File: src/inc/spirq_pkg.sv
// package for the serial port interrupt output router
package spirq_pkg;
  localparam int SPIRQ_PORTS = 2;
  // interrupt enable register bit positions
  localparam int SPIRQ_IE_RXDATA = 0;
  localparam int SPIRQ_IE_THRE = 1;
  localparam int SPIRQ_IE_RXERR = 2;
  localparam int SPIRQ_IE_MODEM = 3;
  localparam int SPIRQ_IER_W = 4;
  // modem control register output gate bit
  localparam int SPIRQ_MCR_GATE = 3;
  localparam int SPIRQ_MCR_W = 5;
  // com designation encodings
  localparam logic [1:0] SPIRQ_COM1 = 2'h0;
  localparam logic [1:0] SPIRQ_COM2 = 2'h1;
  localparam logic [1:0] SPIRQ_COM3 = 2'h2;
  localparam logic [1:0] SPIRQ_COM4 = 2'h3;
  // synchroniser depth for pin inputs
  localparam int SPIRQ_SYNC = 3;
endpackage

File: src/logic/spirq_out.sv
// serial port interrupt routing onto irq3 and irq4 lines
`timescale 1ns/100ps
// Functional notes
// - serial interrupt lines are active high; high means pending, low means idle.
// - a port designated com2 or com4 drives its interrupt onto irq3.
// - a port designated com1 or com3 drives its interrupt onto irq4.
// - interrupt asserts only when its source is enabled and the output gate bit is set.
// - sources are receiver error, data available, holding register empty, modem status.
// - line drops low after servicing, after disable, or after master reset.
// - a line floats when no port routed onto it has its modem control output gate bit set.
module spirq_out import spirq_pkg::*; (
  // clock and reset
  input wire logic core_clk,
  input wire logic rst,
  // master reset pin, asynchronous to core_clk
  input wire logic master_reset_input,
  // per port configuration from the uart cores
  input wire logic [SPIRQ_PORTS-1:0][1:0] com_sel,
  input wire logic [SPIRQ_PORTS-1:0][SPIRQ_IER_W-1:0] interrupt_enable_reg,
  input wire logic [SPIRQ_PORTS-1:0][SPIRQ_MCR_W-1:0] modem_control_reg,
  // per port pending conditions, cleared by the uart when serviced
  input wire logic [SPIRQ_PORTS-1:0] rx_error,
  input wire logic [SPIRQ_PORTS-1:0] rx_data_avail,
  input wire logic [SPIRQ_PORTS-1:0] thr_empty,
  input wire logic [SPIRQ_PORTS-1:0] modem_status_flag,
  // isa interrupt lines, enable active low
  output logic irq3_out,
  output logic irq3_oe_n,
  output logic irq4_out,
  output logic irq4_oe_n
);

  // master reset synchroniser; stage 0 feeds only stage 1
  // the pin is slow and asynchronous, so three stages trade latency for a clean level
  logic [SPIRQ_SYNC-1:0] mr_sync;
  logic mr_active;
  always_ff @(posedge core_clk or posedge rst) begin
    if (rst) begin
      mr_sync <= '0;
    end else begin
      mr_sync <= {mr_sync[SPIRQ_SYNC-2:0], master_reset_input};
    end
  end

  // change counts once stages one and two agree
  logic next_mr_active;
  assign next_mr_active = (mr_sync[1] == mr_sync[2]) ? mr_sync[2] : mr_active;
  always_ff @(posedge core_clk or posedge rst) begin
    if (rst) begin
      mr_active <= 1'b0;
    end else begin
      mr_active <= next_mr_active;
    end
  end

  // per port request and routing decode
  // designations are levels; changing one simply reroutes the request on the next edge
  logic [SPIRQ_PORTS-1:0] gate;
  logic [SPIRQ_PORTS-1:0] req;
  logic [SPIRQ_PORTS-1:0] to_irq3;
  logic [SPIRQ_PORTS-1:0] to_irq4;
  genvar p;
  generate
    for (p = 0; p < SPIRQ_PORTS; p++) begin : g_port
      assign gate[p] = modem_control_reg[p][SPIRQ_MCR_GATE];
      // any enabled condition, gated; dropping an enable or a condition releases it
      assign req[p] = gate[p] & ~mr_active & (
        (interrupt_enable_reg[p][SPIRQ_IE_RXERR] & rx_error[p]) |
        (interrupt_enable_reg[p][SPIRQ_IE_RXDATA] & rx_data_avail[p]) |
        (interrupt_enable_reg[p][SPIRQ_IE_THRE] & thr_empty[p]) |
        (interrupt_enable_reg[p][SPIRQ_IE_MODEM] & modem_status_flag[p]));
      assign to_irq3[p] = (com_sel[p] == SPIRQ_COM2) | (com_sel[p] == SPIRQ_COM4);
      assign to_irq4[p] = (com_sel[p] == SPIRQ_COM1) | (com_sel[p] == SPIRQ_COM3);
    end
  endgenerate

  // line values; if both ports pick one line, they are or-ed rather than fighting
  // limitation: software cannot tell from the line alone which port asked
  logic next_irq3;
  logic next_irq4;
  logic next_irq3_en;
  logic next_irq4_en;
  assign next_irq3 = |(req & to_irq3);
  assign next_irq4 = |(req & to_irq4);
  assign next_irq3_en = |(gate & to_irq3);
  assign next_irq4_en = |(gate & to_irq4);

  // registered outputs; reset leaves lines floating and low
  always_ff @(posedge core_clk or posedge rst) begin
    if (rst) begin
      irq3_out <= 1'b0;
      irq4_out <= 1'b0;
      irq3_oe_n <= 1'b1;
      irq4_oe_n <= 1'b1;
    end else begin
      irq3_out <= next_irq3;
      irq4_out <= next_irq4;
      irq3_oe_n <= ~next_irq3_en;
      irq4_oe_n <= ~next_irq4_en;
    end
  end

  // checks; they read raw inputs where they can, so a broken decode still trips them
  // routing: an enabled, gated port 0 condition lands on the line its designation picks
  chk_irq3_route: assert property (@(posedge core_clk) disable iff (rst)
    ((com_sel[0] == SPIRQ_COM2 || com_sel[0] == SPIRQ_COM4) && modem_control_reg[0][SPIRQ_MCR_GATE]
     && !mr_active && (|(interrupt_enable_reg[0]
     & {modem_status_flag[0], rx_error[0], thr_empty[0], rx_data_avail[0]})))
    |=> irq3_out && !irq3_oe_n)
    else $error("port 0 interrupt missing on irq3");

  chk_irq4_route: assert property (@(posedge core_clk) disable iff (rst)
    ((com_sel[0] == SPIRQ_COM1 || com_sel[0] == SPIRQ_COM3) && modem_control_reg[0][SPIRQ_MCR_GATE]
     && !mr_active && (|(interrupt_enable_reg[0]
     & {modem_status_flag[0], rx_error[0], thr_empty[0], rx_data_avail[0]})))
    |=> irq4_out && !irq4_oe_n)
    else $error("port 0 interrupt missing on irq4");

  // irq4 must float with no gated port on it, and both lines must float when no port is gated at all
  chk_float_no_gate: assert property (@(posedge core_clk) disable iff (rst)
    !(|gate) |=> irq3_oe_n && irq4_oe_n)
    else $error("line driven without gate");

  chk_irq4_float: assert property (@(posedge core_clk) disable iff (rst)
    !(|(gate & to_irq4)) |=> irq4_oe_n)
    else $error("irq4 driven without a gated port");

  // and a line with a gated port on it must be driven
  chk_irq3_drives: assert property (@(posedge core_clk) disable iff (rst)
    (|(gate & to_irq3)) |=> !irq3_oe_n)
    else $error("irq3 floating with a gated port");

  chk_irq4_drives: assert property (@(posedge core_clk) disable iff (rst)
    (|(gate & to_irq4)) |=> !irq4_oe_n)
    else $error("irq4 floating with a gated port");

  // a floating line also rests low, so a stray enable cannot show a false request
  chk_low_when_float: assert property (@(posedge core_clk) disable iff (rst)
    irq3_oe_n |-> !irq3_out)
    else $error("irq3 high while floating");

  chk_irq4_low_float: assert property (@(posedge core_clk) disable iff (rst)
    irq4_oe_n |-> !irq4_out)
    else $error("irq4 high while floating");

  // no gate anywhere means no request anywhere
  chk_idle_no_gate: assert property (@(posedge core_clk) disable iff (rst)
    !(|gate) |=> !irq3_out && !irq4_out)
    else $error("line high without any gate");

  // master reset, disable and servicing all pull the lines low
  chk_reset_clears: assert property (@(posedge core_clk) disable iff (rst)
    mr_active |=> !irq3_out && !irq4_out)
    else $error("line high during master reset");

  chk_disable_drops: assert property (@(posedge core_clk) disable iff (rst)
    (interrupt_enable_reg[0] == '0 && interrupt_enable_reg[1] == '0) |=> !irq3_out && !irq4_out)
    else $error("line high with all sources disabled");

  chk_all_serviced: assert property (@(posedge core_clk) disable iff (rst)
    (rx_error == '0 && rx_data_avail == '0 && thr_empty == '0
     && modem_status_flag == '0)
    |=> !irq3_out && !irq4_out)
    else $error("line high with nothing pending");

  // synchroniser: agreement of the last two stages moves mr_active, disagreement holds it
  chk_mr_sync: assert property (@(posedge core_clk) disable iff (rst)
    (mr_sync[2] && mr_sync[1]) |=> mr_active)
    else $error("master reset not taken");

  chk_mr_release: assert property (@(posedge core_clk) disable iff (rst)
    (!mr_sync[2] && !mr_sync[1]) |=> !mr_active)
    else $error("master reset not released");

  chk_mr_hold: assert property (@(posedge core_clk) disable iff (rst)
    (mr_sync[2] != mr_sync[1]) |=> $stable(mr_active))
    else $error("master reset moved on a disagreement");

  // port 0 data available on a com1 or com3 designation
  chk_rx_asserts: assert property (@(posedge core_clk) disable iff (rst)
    (gate[0] && !mr_active && interrupt_enable_reg[0][SPIRQ_IE_RXDATA] && rx_data_avail[0]
     && to_irq4[0])
    |=> irq4_out && !irq4_oe_n)
    else $error("port 0 data interrupt missing");

  // per port source checks; each enabled condition alone must raise its routed line
  genvar q;
  generate
    for (q = 0; q < SPIRQ_PORTS; q++) begin : g_chk
      // receiver error alone, enabled and gated
      chk_src_rxerr: assert property (@(posedge core_clk) disable iff (rst)
        (modem_control_reg[q][SPIRQ_MCR_GATE] && !mr_active
         && interrupt_enable_reg[q][SPIRQ_IE_RXERR] && rx_error[q])
        |=> ($past(to_irq3[q]) ? irq3_out : irq4_out))
        else $error("receiver error interrupt missing");

      // received data alone, enabled and gated
      chk_src_rxdata: assert property (@(posedge core_clk) disable iff (rst)
        (modem_control_reg[q][SPIRQ_MCR_GATE] && !mr_active
         && interrupt_enable_reg[q][SPIRQ_IE_RXDATA] && rx_data_avail[q])
        |=> ($past(to_irq3[q]) ? irq3_out : irq4_out))
        else $error("data available interrupt missing");

      // holding register empty alone, enabled and gated
      chk_src_thre: assert property (@(posedge core_clk) disable iff (rst)
        (modem_control_reg[q][SPIRQ_MCR_GATE] && !mr_active
         && interrupt_enable_reg[q][SPIRQ_IE_THRE] && thr_empty[q])
        |=> ($past(to_irq3[q]) ? irq3_out : irq4_out))
        else $error("holding register empty interrupt missing");

      // modem status alone, enabled and gated
      chk_src_modem: assert property (@(posedge core_clk) disable iff (rst)
        (modem_control_reg[q][SPIRQ_MCR_GATE] && !mr_active
         && interrupt_enable_reg[q][SPIRQ_IE_MODEM] && modem_status_flag[q])
        |=> ($past(to_irq3[q]) ? irq3_out : irq4_out))
        else $error("modem status interrupt missing");

      // pending conditions that are all masked leave the line low when the other port is ungated
      chk_port_masked: assert property (@(posedge core_clk) disable iff (rst)
        (modem_control_reg[q][SPIRQ_MCR_GATE] && !modem_control_reg[SPIRQ_PORTS-1-q][SPIRQ_MCR_GATE]
         && (interrupt_enable_reg[q] & {modem_status_flag[q], rx_error[q], thr_empty[q], rx_data_avail[q]}) == '0)
        |=> !($past(to_irq3[q]) ? irq3_out : irq4_out))
        else $error("masked condition raised the line");
    end
  endgenerate
endmodule

File: config.mk
export PLATFORM = sky130hd
export DESIGN_NAME = spirq_out
export DESIGN_NICKNAME = d
export VERILOG_FILES = /design/src/inc/spirq_pkg.sv /design/src/logic/spirq_out.sv
export SDC_FILE = /design/constraint.sdc
export NUM_CORES = 1
export LEC_CHECK = 0
export BUFFER_PORTS_ARGS = -buffer_cell sky130_fd_sc_hd__buf_2
export CAP_MARGIN = 20
export CORE_AREA = 2 2 39 41
export DETAILED_ROUTE_END_ITERATION = 7
export DIE_AREA = 0 0 41 43
export PLACE_DENSITY = 0.63
export SYNTH_ARGS = -nofsm -noshare
export SYNTH_HDL_FRONTEND = slang
export SYNTH_SLANG_ARGS = --single-unit
File: constraint.sdc
create_clock -name core_clk -period 2.75 [get_ports core_clk]
set_clock_uncertainty 0.1 [all_clocks]
set_input_delay 0.4125 -clock core_clk [delete_from_list [all_inputs] [get_ports core_clk]]
set_output_delay 0.4125 -clock core_clk [all_outputs]
set_load 0.05 [all_outputs]
==> results of run 1 <==
==> placed cells by master, fill, tap and decap left out <==
cell | netlist | final
a21oi_1 | 3 | 3
buf_2 | 0 | 26
a32o_2 | 1 | 1
nand2b_1 | 1 | 1
dfrtp_1 | 6 | 6
dlygate4sd3_1 | 0 | 1
nor2b_1 | 1 | 1
clkbuf_4 | 0 | 3
maj3_1 | 1 | 1
a22o_1 | 1 | 1
a22oi_1 | 4 | 4
a22oi_2 | 1 | 1
dfstp_2 | 2 | 2
inv_1 | 2 | 2
==> area by class of cell <==
type / instances / area [um^2] / share of cell area (%)
clock buffers: 3 / 22.5 / 4.57
multi-input cells: 13 / 100 / 20.3
well taps: 16 / 20.0 / 4.06
repair buffers: 27 / 140 / 28.4
flip-flops and latches: 8 / 203 / 41.1
inverters: 2 / 7.51 / 1.52
==> flip-flops by register name, indices dropped and copies added, names as in the netlist <==
register   cells
irq4_oe_n      1
mr_active      1
irq3_oe_n      1
irq4_out       1
irq3_out       1
mr_sync        3
==> how the worst max path moves through the flow <==
stage | end | slack (ns)
finish | irq4_oe_n | 1.24
CTS | irq4_oe_n | 1.22
detailed placement | irq3_out | 1.42
global route | irq3_oe_n | 1.20
floorplan | irq3_oe_n | 1.58
global placement | irq3_out | 1.43
==> synthesized netlist by cell type <==
library cell	instances
a22oi_2	1
nand2b_1	1
inv_1	2
a22oi_1	4
dfrtp_1	6
dfstp_2	2
a32o_2	1
maj3_1	1
a22o_1	1
nor2b_1	1
a21oi_1	3
==> kinds of logic (layout without fill, tap and decap cells) <==
logic type               Yosys count  after routing  synth area share, %
AO/OA/AOI/OAI                     10             10                 25.0
AND/OR/NAND/NOR                    2              2                 4.03
flip-flops                         8              8                 65.3
adder cells (fa/ha/maj)            1              1                 3.23
buffers and inverters              2             32                 2.42
==> through the flow <==
step | total power (uW) | util [%] | std cells | hold WS, ns
after global routing | 290 | 35.6 | 69 | 0.155
after global placement | 188 | 33.3 | 65 | 0.234
after floorplan | 164 | - | 23 | 0.127
after CTS | 278 | 35.6 | 69 | 0.162
after detailed placement | 189 | 33.3 | 65 | 0.240
final | 273 | 35.6 | 69 | 0.171
==> layer usage <==
layer,GRT usage [%],share of wire [%],vias to the layer above
li1,-,-,148
met1,6.02,34,132
met2,15.3,43,28
met3,7.85,23,0
met4,4.00,0,0
met5,0,0,-
==> power by group through the flow <==
| stage | Sequential [uW] | Clock [uW] | Combinational, uW |
|---|---|---|---|
| 2_1_floorplan | 150 | 0 | 14.1 |
| 3_3_place_gp | 133 | 0 | 55.0 |
| 3_5_place_dp | 133 | 0 | 56.2 |
| 4_1_cts | 131 | 89.9 | 57.4 |
| 5_1_grt | 131 | 97.1 | 61.9 |
| 6_report | 131 | 85.5 | 56.6 |
==> flow_metrics.tcl, run 1 <==
set metrics [dict create \
    cts_tree "done" \
    synthesis.area_um2 310 \
    power_density_mw_per_mm2 553 \
    crit_arrival_ns 1.00 \
    critPathMaxStageDelay_ns 0.51 \
    vias 308 \
    die_area_mm2 0.00176 \
    grt_setup_unrepaired "no" \
    pre_cts_ws_ns 1.42 \
    status "finished clean" \
    grt_pass1_vias 287 \
    clk_pin_slew_ns 0.05 \
    cts.sinks 8 \
    avgRoutedWirePerCell_um 9.54 \
    power_frac_clock_pct 31.3 \
    yosysSeqAreaShare_pct 65.3 \
    design_area_um2 493 \
    yosysTopAreaCellShare_pct 48.4 \
    swShare_pct 26.3 \
    synthCells 23 \
    holdPathEnd "mr_sync[0]" \
    ioPinCount 37 \
    startpoint_type "flop" \
    rrSetupSlack_ns 1.68 \
    viasPerCell 4.46 \
    internal_power_uw 201 \
    ctsResizeCount 0 \
    min_from "master_reset_input" \
    yosysWarnings 0 \
    core_area_mm2 0.00138 \
    hold_depth 1 \
    path_buf_inv 1 \
    fp-row-count 14 \
    period_share_pct 55.0 \
    worst_r2r_endpoint "irq4_out" \
    fillers 142 \
    syn_to_final_growth_pct 58.9 \
    h-tree-depth 1 \
    worst_r2r_startpoint "mr_active" \
    remaining_drc_errors 0 \
    fp.dieW_um 41 \
    io_buffers 26 \
    antenna_found_initial 0 \
    grt_overflow 0 \
    slew_headroom_pct 81.1 \
    crit_start "irq4_oe_n" \
    synth_area_per_cell_um2 13.5 \
    synth_area_leaders "dfrtp_1 (48%), dfstp_2 (17%), a22oi_1 (9.7%)" \
    fin_ws_ns 1.24 \
    clockRootBuffer "clkbuf_4" \
    p_seq_share_pct 47.9 \
    place_area_um2 460 \
    first_pass_iters 4 \
    drtIter0Drc 8 \
    drive_gt1_share_pct 62.3 \
    fin_nets 88 \
    synth_nets 56 \
    p_leak_uw 0.000263 \
    hold_class "in2reg" \
    worstSetupPathType "reg2out" \
    synth_top_cell_by_area "dfrtp_1" \
    diodes 0 \
    synth_seq_cells 8 \
    peakVddDrop_v 0.000275 \
    synth_cell_types 11 \
    crit_chain "buf_2" \
    clock_latency_ns 0.25 \
    cp_num_cells 1 \
    tightestPinTransition_ns 0.283 \
    track_usage_pct 8.94 \
    maxSlewViolCount 0 \
    drt_wl_total_um 658 \
    antenna_left 0 \
    combPwrFrac_pct 20.8 \
    path_delay_family "flip-flops" \
    min_period_ns 1.51 \
    post_cts_buffers 0 \
    crit_path_max_fanout 1 \
    gp_congestion 0.618 \
    setup_viol 0 \
    die_height_um 43 \
    cap_violations 0 \
    numCtsBuffers 3 \
    grt_pass1_wl_um 972 \
    critPathRequiredTime_ns 2.24 \
    p_sw_uw 71.6 \
    finalSetupTns_ns 0 \
    grt_max_degree 9 \
    initial_core_util_pct 22.4 \
    r2r_cells 3 \
    ctsHoldBuffers 1 \
    endpoint_kind "output pin" \
    clock.fmax_mhz 661 \
    slowest_stage "dfstp_2" \
    hold_viol 0 \
    clock_path_buffers 2 \
]
Note: power is estimated with default switching activity, not from simulation.
==> run 2: changes to the inputs <==
- clock period: 2.75 -> 1.56 ns (I/O delays scaled with it)
==> run 2 against run 1 <==
Effect of this change:
- power grew 77%
- setup slack lost 1.0 ns
- global-route usage is the same
- first-iteration DRC count is the same
- die area is the same
- cell count grew 1.4%
- hold slack lost 0.12 ns
- flip-flop and latch count is the same
- largest cell class unchanged
- highest routed layer unchanged
==> flow_metrics.tcl, run 2 (same netlist as run 1, synthesis figures left out) <==
set metrics [dict create \
    status "finished clean" \
    first_pass_iters 4 \
    fp.dieW_um 41 \
    worst_r2r_startpoint "mr_active" \
    fillers 140 \
    crit_path_max_fanout 1 \
    clock_path_buffers 2 \
    clk_pin_slew_ns 0.05 \
    cts_tree "done" \
    clock.fmax_mhz 749 \
    diodes 0 \
    drive_gt1_share_pct 61.1 \
    period_share_pct 85.6 \
    post_cts_buffers 0 \
    viasPerCell 4.43 \
    h-tree-depth 1 \
    slowest_stage "dfstp_2" \
    grt_setup_unrepaired "no" \
    r2r_cells 3 \
    min_from "modem_control_reg[3]" \
    hold_viol 0 \
    path_delay_family "flip-flops" \
    finalSetupTns_ns 0 \
    layout.cells.most_common "buf_2" \
    rrSetupSlack_ns 0.49 \
    numCtsBuffers 3 \
    crit_chain "buf_2" \
    startpoint_type "flop" \
    clock_latency_ns 0.24 \
    antenna_left 0 \
    vias 310 \
    cap_violations 0 \
    hold_depth 2 \
    syn_to_final_growth_pct 62.1 \
    regArea_um2 203 \
    min_period_ns 1.33 \
    power_uw 483 \
    die_area_mm2 0.00176 \
    multi_input_area_um2 100 \
    grt_overflow 0 \
    endpoint_kind "output pin" \
    drt_wl_total_um 668 \
    slew_headroom_pct 81.1 \
    drtIter0Drc 8 \
    grt_pass1_wl_um 972 \
    peakVddDrop_v 0.000490 \
    design_area_um2 503 \
    fin_nets 89 \
    tightestPinTransition_ns 0.283 \
    setup_viol 0 \
    maxSlewViolCount 0 \
    worstSetupPathType "reg2out" \
    gp_congestion 0.618 \
    dp.cells 65 \
    power_density_mw_per_mm2 960 \
    cts.sinks 8 \
    largest_register_ffs 3 \
    hold_class "in2reg" \
    critPathMaxStageDelay_ns 0.51 \
    fp-row-count 14 \
    antenna_found_initial 0 \
    grt_max_degree 9 \
    p_leak_uw 0.000267 \
    top_register "mr_sync" \
    die_height_um 43 \
    holdPathEnd "irq3_oe_n" \
    path_buf_inv 1 \
    hold_slack_ns 0.0488 \
    fin_cells 70 \
    ioPinCount 37 \
    track_usage_pct 8.94 \
    mostFrequentLayoutCells "buf_2 (26), dfrtp_1 (6), a22oi_1 (4)" \
    place_area_um2 460 \
    remaining_drc_errors 0 \
    crit_arrival_ns 1.00 \
    grt_pass1_vias 287 \
    clockRootBuffer "clkbuf_4" \
    avgRoutedWirePerCell_um 9.54 \
    worst_r2r_endpoint "irq4_out" \
    core_area_mm2 0.00138 \
    critPathRequiredTime_ns 1.23 \
    initial_core_util_pct 22.4 \
    io_buffers 26 \
]
-- run 2: layer usage --
metal / global-route usage [%] / vias up / part of all wire, %
li1: - / 150 / -
met2: 15.3 / 28 / 43
met1: 6.02 / 132 / 34
met3: 7.85 / 0 / 23
met4: 4.00 / 0 / 0
met5: 0 / - / 0
-- run 2: layout make-up --
type | count | share of cell area, %
Clock buffer | 3 | 4.48
Inverter | 2 | 1.49
Multi-Input combinational cell | 13 | 19.9
Sequential cell | 8 | 40.3
Tap cell | 16 | 3.98
Timing Repair Buffer | 28 | 29.9
-- run 2: per-stage QoR --
step	utilization [%]	worst slack [ns]
detailed placement	33.3	0.406
finish	36.3	0.225
floorplan	-	0.570
CTS	36.3	0.212
global route	36.3	0.187
global placement	33.3	0.417
-- run 2: worst max path at each step --
| stage | from | end | slack (ns) | cells after the start |
|---|---|---|---|---|
| after floorplan | irq3_oe_n | irq3_oe_n | 0.57 | 0 |
| after global placement | interrupt_enable_reg[2] | irq3_out | 0.42 | 4 |
| after detailed placement | interrupt_enable_reg[2] | irq3_out | 0.41 | 4 |
| after CTS | irq4_oe_n | irq4_oe_n | 0.21 | 1 |
| after global routing | irq3_oe_n | irq3_oe_n | 0.19 | 1 |
| final | irq4_oe_n | irq4_oe_n | 0.23 | 1 |
-- run 2: power breakdown --
group | internal, uW | leakage [uW] | total (uW) | switching [uW]
combinational | 43.2 | 0.000159 | 102 | 58.6
sequential | 225 | 0.0000942 | 230 | 4.93
clock | 87.5 | 0.0000138 | 151 | 63.0
-- run 2: timing repair --
| action | in CTS | in global routing |
|---|---|---|
| resized for setup | 0 | 0 |
| hold buffers | 2 | 0 |
| endpoints found under the hold margin | 7 | 0 |
